<file path="config.mk">
export PLATFORM = sky130hd
export DESIGN_NAME = clps_regs
export DESIGN_NICKNAME = d
export VERILOG_FILES = /design/src/clps_sync2.v /design/src/clps_seg_shaper.v /design/src/clps_regs.v
export VERILOG_INCLUDE_DIRS = /design/src
export SDC_FILE = /design/constraint.sdc
export NUM_CORES = 1
export LEC_CHECK = 0
export BUFFER_PORTS_ARGS = -buffer_cell sky130_fd_sc_hd__buf_2
export CORE_UTILIZATION = 56
export DETAILED_ROUTE_END_ITERATION = 8
export GPL_ROUTABILITY_DRIVEN = 0
export PLACE_DENSITY = 0.91
export SYNTH_ARGS = -nofsm -noshare
export SYNTH_HDL_FRONTEND = slang
export SYNTH_SLANG_ARGS = --single-unit
</file>
<file path="constraint.sdc">
create_clock -name core_clk_i -period 4.5 [get_ports core_clk_i]
set_input_delay 0.225 -clock core_clk_i [delete_from_list [all_inputs] [get_ports core_clk_i]]
set_output_delay 0.225 -clock core_clk_i [all_outputs]
set_load 0.05 [all_outputs]
</file>
<file path="src/clps_defines.vh">
`ifndef CLPS_DEFINES_VH
`define CLPS_DEFINES_VH
// Register word indices; the byte address is four times the index.
`define CLPS_IDX_CH0_CABLE_LOSS 7'h07
`define CLPS_IDX_CH0_SEG1_AMP 7'h08
`define CLPS_IDX_CH1_CABLE_LOSS 7'h17
`define CLPS_IDX_CH1_SEG1_AMP 7'h18
`define CLPS_IDX_CH2_CABLE_LOSS 7'h27
`define CLPS_IDX_CH2_SEG1_AMP 7'h28
`define CLPS_IDX_CH3_CABLE_LOSS 7'h37
`define CLPS_IDX_CH3_SEG1_AMP 7'h38
`define CLPS_CHAN_STRIDE 7'h10
`define CLPS_CABLE_LOSS_W 6
`define CLPS_SEG_AMP_W 7
`define CLPS_SEG_SIGN_BIT 6
`define CLPS_SEGMENTS 8
`define CLPS_CABLE_LOSS_RST 6'h00
`define CLPS_SEG_AMP_RST 7'h00
`endif

</file>
<file path="src/clps_sync2.v">
// Two-stage synchroniser for the cable-loss estimate arriving from the equalizer.
module clps_sync2 #(
   parameter W = 6
) (
   // Clock and reset
   input wire core_clk_i,
   input wire resetn_i,
   // Data
   input wire [W-1:0] d_i,
   output wire [W-1:0] q_o
);
   reg [W-1:0] meta_r;
   reg [W-1:0] sync_r;
   always @(posedge core_clk_i) begin
      if (!resetn_i) begin
         meta_r <= {W{1'b0}};
         sync_r <= {W{1'b0}};
      end else begin
         meta_r <= d_i;
         sync_r <= meta_r;
      end
   end
   assign q_o = sync_r;
endmodule

</file>
<file path="src/clps_seg_shaper.v">
`include "clps_defines.vh"
// Per-channel segment sequencer: a one-hot ring splits each master clock period into eight.
module clps_seg_shaper (
   // Clock and reset
   input wire core_clk_i,
   input wire resetn_i,
   // Control
   input wire pulse_mode_i,
   input wire seg_tick_i,
   input wire [6:0] seg1_amp_i,
   // Pulse output
   output reg seg1_active_o,
   output reg [6:0] amp_o
);
   reg [7:0] seg_r;
   always @(posedge core_clk_i) begin
      if (!resetn_i) begin
         seg_r <= 8'h01;
         seg1_active_o <= 1'b0;
         amp_o <= 7'h00;
      end else begin
         if (seg_tick_i)
            seg_r <= {seg_r[6:0], seg_r[7]};
         seg1_active_o <= pulse_mode_i & seg_r[0];
         // Only segment one is owned here; other segments output zero amplitude.
         if (pulse_mode_i && seg_r[0])
            amp_o <= seg1_amp_i;
         else
            amp_o <= 7'h00;
      end
   end
endmodule

</file>
<file path="src/clps_regs.v">
`include "clps_defines.vh"
module clps_regs (
   // Clock and reset
   input wire core_clk_i,
   input wire resetn_i,
   // APB slave
   input wire psel_i,
   input wire penable_i,
   input wire pwrite_i,
   input wire [8:0] paddr_i,
   input wire [31:0] pwdata_i,
   input wire [3:0] pstrb_i,
   output wire pready_o,
   output reg [31:0] prdata_o,
   output wire pslverr_o,
   // Equalizer cable-loss estimates, one per channel, from the analog side
   input wire [5:0] cable_loss_word_ch0_i,
   input wire [5:0] cable_loss_word_ch1_i,
   input wire [5:0] cable_loss_word_ch2_i,
   input wire [5:0] cable_loss_word_ch3_i,
   // Pulse generator control
   input wire [3:0] pulse_mode_i,
   input wire seg_tick_i,
   output wire [3:0] segment1_active_o,
   output wire [27:0] segment_amp_o
);
   ////////////////////////////////////////////////////////////////////////////////
   // Address decode.
   wire [6:0] idx;
   wire setup_rd;
   wire access;
   wire wr_en;
   wire hit_loss_ch0;
   wire hit_loss_ch1;
   wire hit_loss_ch2;
   wire hit_loss_ch3;
   wire hit_amp_ch0;
   wire hit_amp_ch1;
   wire hit_amp_ch2;
   wire hit_amp_ch3;
   wire hit_any;

   assign idx = paddr_i[8:2];
   assign setup_rd = psel_i & ~penable_i & ~pwrite_i;
   assign access = psel_i & penable_i;
   // Lane zero carries the whole register, so a write without it changes nothing.
   assign wr_en = access & pwrite_i & pstrb_i[0];
   // Indices are compared at their own seven-bit width, so no sum is truncated.
   assign hit_loss_ch0 = (idx == `CLPS_IDX_CH0_CABLE_LOSS);
   assign hit_loss_ch1 = (idx == `CLPS_IDX_CH1_CABLE_LOSS);
   assign hit_loss_ch2 = (idx == `CLPS_IDX_CH2_CABLE_LOSS);
   assign hit_loss_ch3 = (idx == `CLPS_IDX_CH3_CABLE_LOSS);
   assign hit_amp_ch0 = (idx == `CLPS_IDX_CH0_SEG1_AMP);
   assign hit_amp_ch1 = (idx == `CLPS_IDX_CH1_SEG1_AMP);
   assign hit_amp_ch2 = (idx == `CLPS_IDX_CH2_SEG1_AMP);
   assign hit_amp_ch3 = (idx == `CLPS_IDX_CH3_SEG1_AMP);
   assign hit_any = hit_loss_ch0 | hit_loss_ch1 |
                    hit_loss_ch2 | hit_loss_ch3 |
                    hit_amp_ch0 | hit_amp_ch1 |
                    hit_amp_ch2 | hit_amp_ch3;

   ////////////////////////////////////////////////////////////////////////////////
   // The equalizer words change on their own timing, so each passes two flip-flops.
   wire [5:0] loss_sync_ch0;
   wire [5:0] loss_sync_ch1;
   wire [5:0] loss_sync_ch2;
   wire [5:0] loss_sync_ch3;

   clps_sync2 #(
      .W(`CLPS_CABLE_LOSS_W)
   ) clps_sync2_ch0 (
      .core_clk_i(core_clk_i),
      .resetn_i(resetn_i),
      .d_i(cable_loss_word_ch0_i),
      .q_o(loss_sync_ch0)
   );

   clps_sync2 #(
      .W(`CLPS_CABLE_LOSS_W)
   ) clps_sync2_ch1 (
      .core_clk_i(core_clk_i),
      .resetn_i(resetn_i),
      .d_i(cable_loss_word_ch1_i),
      .q_o(loss_sync_ch1)
   );

   clps_sync2 #(
      .W(`CLPS_CABLE_LOSS_W)
   ) clps_sync2_ch2 (
      .core_clk_i(core_clk_i),
      .resetn_i(resetn_i),
      .d_i(cable_loss_word_ch2_i),
      .q_o(loss_sync_ch2)
   );

   clps_sync2 #(
      .W(`CLPS_CABLE_LOSS_W)
   ) clps_sync2_ch3 (
      .core_clk_i(core_clk_i),
      .resetn_i(resetn_i),
      .d_i(cable_loss_word_ch3_i),
      .q_o(loss_sync_ch3)
   );

   ////////////////////////////////////////////////////////////////////////////////
   // Segment-one amplitude, one register per channel so each is set on its own.
   reg [6:0] seg1_amp_ch0_r;
   reg [6:0] seg1_amp_ch1_r;
   reg [6:0] seg1_amp_ch2_r;
   reg [6:0] seg1_amp_ch3_r;

   // Writes to bit 7 are dropped since only seven bits are stored.
   always @(posedge core_clk_i) begin
      if (!resetn_i) begin
         seg1_amp_ch0_r <= `CLPS_SEG_AMP_RST;
      end else if (wr_en && hit_amp_ch0) begin
         seg1_amp_ch0_r <= pwdata_i[6:0];
      end
   end

   always @(posedge core_clk_i) begin
      if (!resetn_i) begin
         seg1_amp_ch1_r <= `CLPS_SEG_AMP_RST;
      end else if (wr_en && hit_amp_ch1) begin
         seg1_amp_ch1_r <= pwdata_i[6:0];
      end
   end

   always @(posedge core_clk_i) begin
      if (!resetn_i) begin
         seg1_amp_ch2_r <= `CLPS_SEG_AMP_RST;
      end else if (wr_en && hit_amp_ch2) begin
         seg1_amp_ch2_r <= pwdata_i[6:0];
      end
   end

   always @(posedge core_clk_i) begin
      if (!resetn_i) begin
         seg1_amp_ch3_r <= `CLPS_SEG_AMP_RST;
      end else if (wr_en && hit_amp_ch3) begin
         seg1_amp_ch3_r <= pwdata_i[6:0];
      end
   end

   ////////////////////////////////////////////////////////////////////////////////
   // Read words; reserved bits are tied to zero so no write can reach them.
   wire [31:0] rd_loss_ch0;
   wire [31:0] rd_loss_ch1;
   wire [31:0] rd_loss_ch2;
   wire [31:0] rd_loss_ch3;
   wire [31:0] rd_amp_ch0;
   wire [31:0] rd_amp_ch1;
   wire [31:0] rd_amp_ch2;
   wire [31:0] rd_amp_ch3;
   reg [31:0] rdata_nxt;

   // Bit 5 of the word stays the most significant, as the equalizer delivers it.
   assign rd_loss_ch0 = {26'h0000000, loss_sync_ch0};
   assign rd_loss_ch1 = {26'h0000000, loss_sync_ch1};
   assign rd_loss_ch2 = {26'h0000000, loss_sync_ch2};
   assign rd_loss_ch3 = {26'h0000000, loss_sync_ch3};
   assign rd_amp_ch0 = {25'h0000000, seg1_amp_ch0_r};
   assign rd_amp_ch1 = {25'h0000000, seg1_amp_ch1_r};
   assign rd_amp_ch2 = {25'h0000000, seg1_amp_ch2_r};
   assign rd_amp_ch3 = {25'h0000000, seg1_amp_ch3_r};

   always @* begin
      rdata_nxt = 32'h00000000;
      case (idx)
         `CLPS_IDX_CH0_CABLE_LOSS: begin
            rdata_nxt = rd_loss_ch0;
         end
         `CLPS_IDX_CH1_CABLE_LOSS: begin
            rdata_nxt = rd_loss_ch1;
         end
         `CLPS_IDX_CH2_CABLE_LOSS: begin
            rdata_nxt = rd_loss_ch2;
         end
         `CLPS_IDX_CH3_CABLE_LOSS: begin
            rdata_nxt = rd_loss_ch3;
         end
         `CLPS_IDX_CH0_SEG1_AMP: begin
            rdata_nxt = rd_amp_ch0;
         end
         `CLPS_IDX_CH1_SEG1_AMP: begin
            rdata_nxt = rd_amp_ch1;
         end
         `CLPS_IDX_CH2_SEG1_AMP: begin
            rdata_nxt = rd_amp_ch2;
         end
         `CLPS_IDX_CH3_SEG1_AMP: begin
            rdata_nxt = rd_amp_ch3;
         end
         default: begin
            rdata_nxt = 32'h00000000;
         end
      endcase
   end

   ////////////////////////////////////////////////////////////////////////////////
   // Zero-wait slave; unmapped addresses read zero and return an error.
   assign pready_o = 1'b1;
   assign pslverr_o = access & ~hit_any;

   // Read data is captured in the setup cycle, so it stands through the access phase.
   always @(posedge core_clk_i) begin
      if (!resetn_i) begin
         prdata_o <= 32'h00000000;
      end else if (setup_rd) begin
         prdata_o <= rdata_nxt;
      end
   end

   ////////////////////////////////////////////////////////////////////////////////
   // One segment sequencer per channel; they share the tick but not the mode.
   wire [6:0] amp_ch0;
   wire [6:0] amp_ch1;
   wire [6:0] amp_ch2;
   wire [6:0] amp_ch3;

   clps_seg_shaper clps_seg_shaper_ch0 (
      .core_clk_i(core_clk_i),
      .resetn_i(resetn_i),
      .pulse_mode_i(pulse_mode_i[0]),
      .seg_tick_i(seg_tick_i),
      .seg1_amp_i(seg1_amp_ch0_r),
      .seg1_active_o(segment1_active_o[0]),
      .amp_o(amp_ch0)
   );

   clps_seg_shaper clps_seg_shaper_ch1 (
      .core_clk_i(core_clk_i),
      .resetn_i(resetn_i),
      .pulse_mode_i(pulse_mode_i[1]),
      .seg_tick_i(seg_tick_i),
      .seg1_amp_i(seg1_amp_ch1_r),
      .seg1_active_o(segment1_active_o[1]),
      .amp_o(amp_ch1)
   );

   clps_seg_shaper clps_seg_shaper_ch2 (
      .core_clk_i(core_clk_i),
      .resetn_i(resetn_i),
      .pulse_mode_i(pulse_mode_i[2]),
      .seg_tick_i(seg_tick_i),
      .seg1_amp_i(seg1_amp_ch2_r),
      .seg1_active_o(segment1_active_o[2]),
      .amp_o(amp_ch2)
   );

   clps_seg_shaper clps_seg_shaper_ch3 (
      .core_clk_i(core_clk_i),
      .resetn_i(resetn_i),
      .pulse_mode_i(pulse_mode_i[3]),
      .seg_tick_i(seg_tick_i),
      .seg1_amp_i(seg1_amp_ch3_r),
      .seg1_active_o(segment1_active_o[3]),
      .amp_o(amp_ch3)
   );

   // Channel zero sits in the low seven bits of the amplitude bus.
   assign segment_amp_o = {amp_ch3, amp_ch2, amp_ch1, amp_ch0};
endmodule

</file>
==> metrics <==
die area 9940 sq um; Max-slew headroom 0.357; post-route ant nets 0; vias in the first global route 3355; reg2reg start seg1_amp_ch3_r[0]; Crit Path Class primary input to register; CTS tree yes; crit path DAT 2110 ps; Mean Syn Cell Area 11.2 sq um; YS warnings 0; Slew Limit Fails 0; Reg2Reg Depth 4; Die H 99.7 um; number of flops mapped to enable cells by yosys 0; R2R Path End prdata_o[0]; Skew-Pair Late Insertion Delay 520 ps; Seq/Total Area, Yosys 0.550; Worst setup startpoint paddr_i[2]; DIE WIDTH 99.7 um; Flop pwr share 0.455; Netlist cell types 30; Nets 654; DPL Wire Length 6490 um; Pwr Density 452 nW/um^2; Setup Skew 9.11 ps; area leader, netlist dfxtp_1; Post-Syn Area 5350 sq um; core area 9240 sq um; Peak VDD IR 0.000285 V; Clock Sinks 147; Layout area overhead 22.0%; DRC 0; r2r setup slk 3080 ps; # rows 35; hold crit path type primary input to register; initial antenna violation count 0; Setup crit start kind primary input; fmax 598 MHz; CTS root buf clkbuf_8; Inserted Clock Buffers 17; ranking of synthesized cells by area dfxtp_1 (55%), mux2i_1 (12%), and2_1 (8.9%), buf_4 (4.4%), nor2b_1 (3.4%); worst slew pin tran 964 ps; CP delay by family, top simple AND/OR/NAND/NOR gates; PortBufs 88; crit end category register; Final Hold Fails 0; Final setup viols 0; count leader, synth dfxtp_1; fraction of registers with async set/reset 0; pre-CTS setup slack 2330 ps; first-pass GRT wire length 15800 um; flops & latches, synth 147; H-tree depth 4; largest net degree at the start of global routing 64; power consumption 2.95 mW; power share of the clock group 0.483; overall routing resource usage 0.210; ANT cells 0; CP cell instances buf_2, nor4b_4, nor3b_4, nor3b_2, mux2i_1; top cell type's share of synthesized area 0.550; dominant synthesized flop cell dfxtp_1; IO Pins 145; Internal Power 2.26 mW; Initial DRC Count 127; RSZ-0062 raised after global routing false; setup TNS 0 ps; share of cells above drive strength 1 0.236; worst-path fanout max 9; Syn Inst Count 479; CP Data Required Time 4940 ps; routed via count 3482; smallest setup slack after layout 2830 ps; combinational share of power 0.063; GRT overflow 0; DRT Pass-1 Iters 5; routed len/inst 13.8 um; final period demand of the worst path 1670 ps; Levels on crit path 5; routed wire length 9910 um; period utilization 0.371; status finished clean; Switching Share 0.234; CP peak stage delay 680 ps; most frequent cells after synthesis dfxtp_1 (147), and2_1 (76), mux2i_1 (66), nand2_1 (40), buf_4 (31); routed vias/inst 4.86; Switching Power 0.691 mW; Final Core Density 0.706; Clk pin slew, worst setup/hold paths 60 ps; Initial Util 0.579; Slowest-stage cell, CP nor3b_2; Clock Tree Buf Depth 2; # Max-Cap Violations 0; worst setup path end seg1_amp_ch0_r[6]; Critical path buffers and inverters 1; P_leak 2.96 nW
routing by layer:
| metal | vias to the layer above | part of all wire | track usage |
|---|---|---|---|
| met5 | - | 0 | 0 |
| met2 | 108 | 0.51 | 0.367 |
| met4 | 0 | 0.029 | 0.106 |
| met3 | 26 | 0.040 | 0.0625 |
| met1 | 1632 | 0.42 | 0.232 |
| li1 | 1716 | - | - |
state kept, by name, indices dropped and copies added (netlist names), 8 cells and up:
register                   count
clps_seg_shaper_ch0.seg_r      8
clps_seg_shaper_ch1.seg_r      8
clps_seg_shaper_ch2.seg_r      8
clps_seg_shaper_ch3.seg_r      8
per-stage QoR:
stage	std cells	hold slack [ps]	cell area, sq um
floorplan	503	352	5440
global placement	661	417	5680
detailed placement	661	418	5680
CTS	717	46.8	6530
global route	717	54.0	6530
finish	717	68.3	6530
logic make-up after synthesis:
| group | synth area share |
|---|---|
| mux | 0.166 |
| flops | 0.550 |
| buf+inv | 0.0690 |
| simple gates | 0.193 |
| other cells | 0.00140 |
| compound gates | 0.0211 |
cell type report:
type,count,area [sq um]
clock buffers,17,414
clock inverters,15,190
fillers,625,2710
inverters,1,3.75
multi-input cells,295,2130
flip-flops and latches,147,2940
well taps,129,161
repair buffers,113,688
how the worst min path moves through the flow:
stage / from / cells past startpoint / slack [ps] / endpoint
floorplan: cable_loss_word_ch0_i[0] / 1 / 350 / clps_sync2_ch0.meta_r[0]
global route: pwdata_i[6] / 3 / 50 / seg1_amp_ch3_r[6]
finish: pwdata_i[4] / 3 / 70 / seg1_amp_ch3_r[4]
CTS: pwdata_i[6] / 3 / 50 / seg1_amp_ch3_r[6]
global placement: clps_sync2_ch3.meta_r[1] / 1 / 420 / clps_sync2_ch3.q_o[1]
detailed placement: clps_sync2_ch0.meta_r[5] / 1 / 420 / clps_sync2_ch0.q_o[5]
placed cells by master, fill, tap and decap left out, drive strengths merged, types with 2 or more instances in the layout:
cell and instances:
clkbuf 17, a22o 6, clkinv 4, conb 26
mux2 6, mux4 7, nand3 14, and3 5
nand4 2, nand2 40, buf 89, dlygate4sd3 24
inv 9, nor3b 3, and2 76, o211ai 6
dfxtp 147, mux2i 66, nor2b 29, nor2 2
bufinv 3
tightest hold or removal path: cells and delay by family:
family	cells	cell delay, ps
buf+inv	1	80
simple gates	1	100
mux	1	130
timing repair:
item                                   in CTS  in global routing
endpoints found under the hold margin      24                  0
setup endpoints to repair                   0                  0
gates resized for setup                     0                  0
hold buffers                               24                  0
buffers inserted                            0                  0
power by group through the flow:
stage	registers, mW	logic, mW	clock network (mW)
2_1_floorplan	1.37	0.152	0
3_3_place_gp	1.37	0.163	0
3_5_place_dp	1.37	0.167	0
4_1_cts	1.34	0.183	1.44
5_1_grt	1.34	0.198	1.50
6_report	1.34	0.185	1.42
Power figures use the tool's default switching activity.
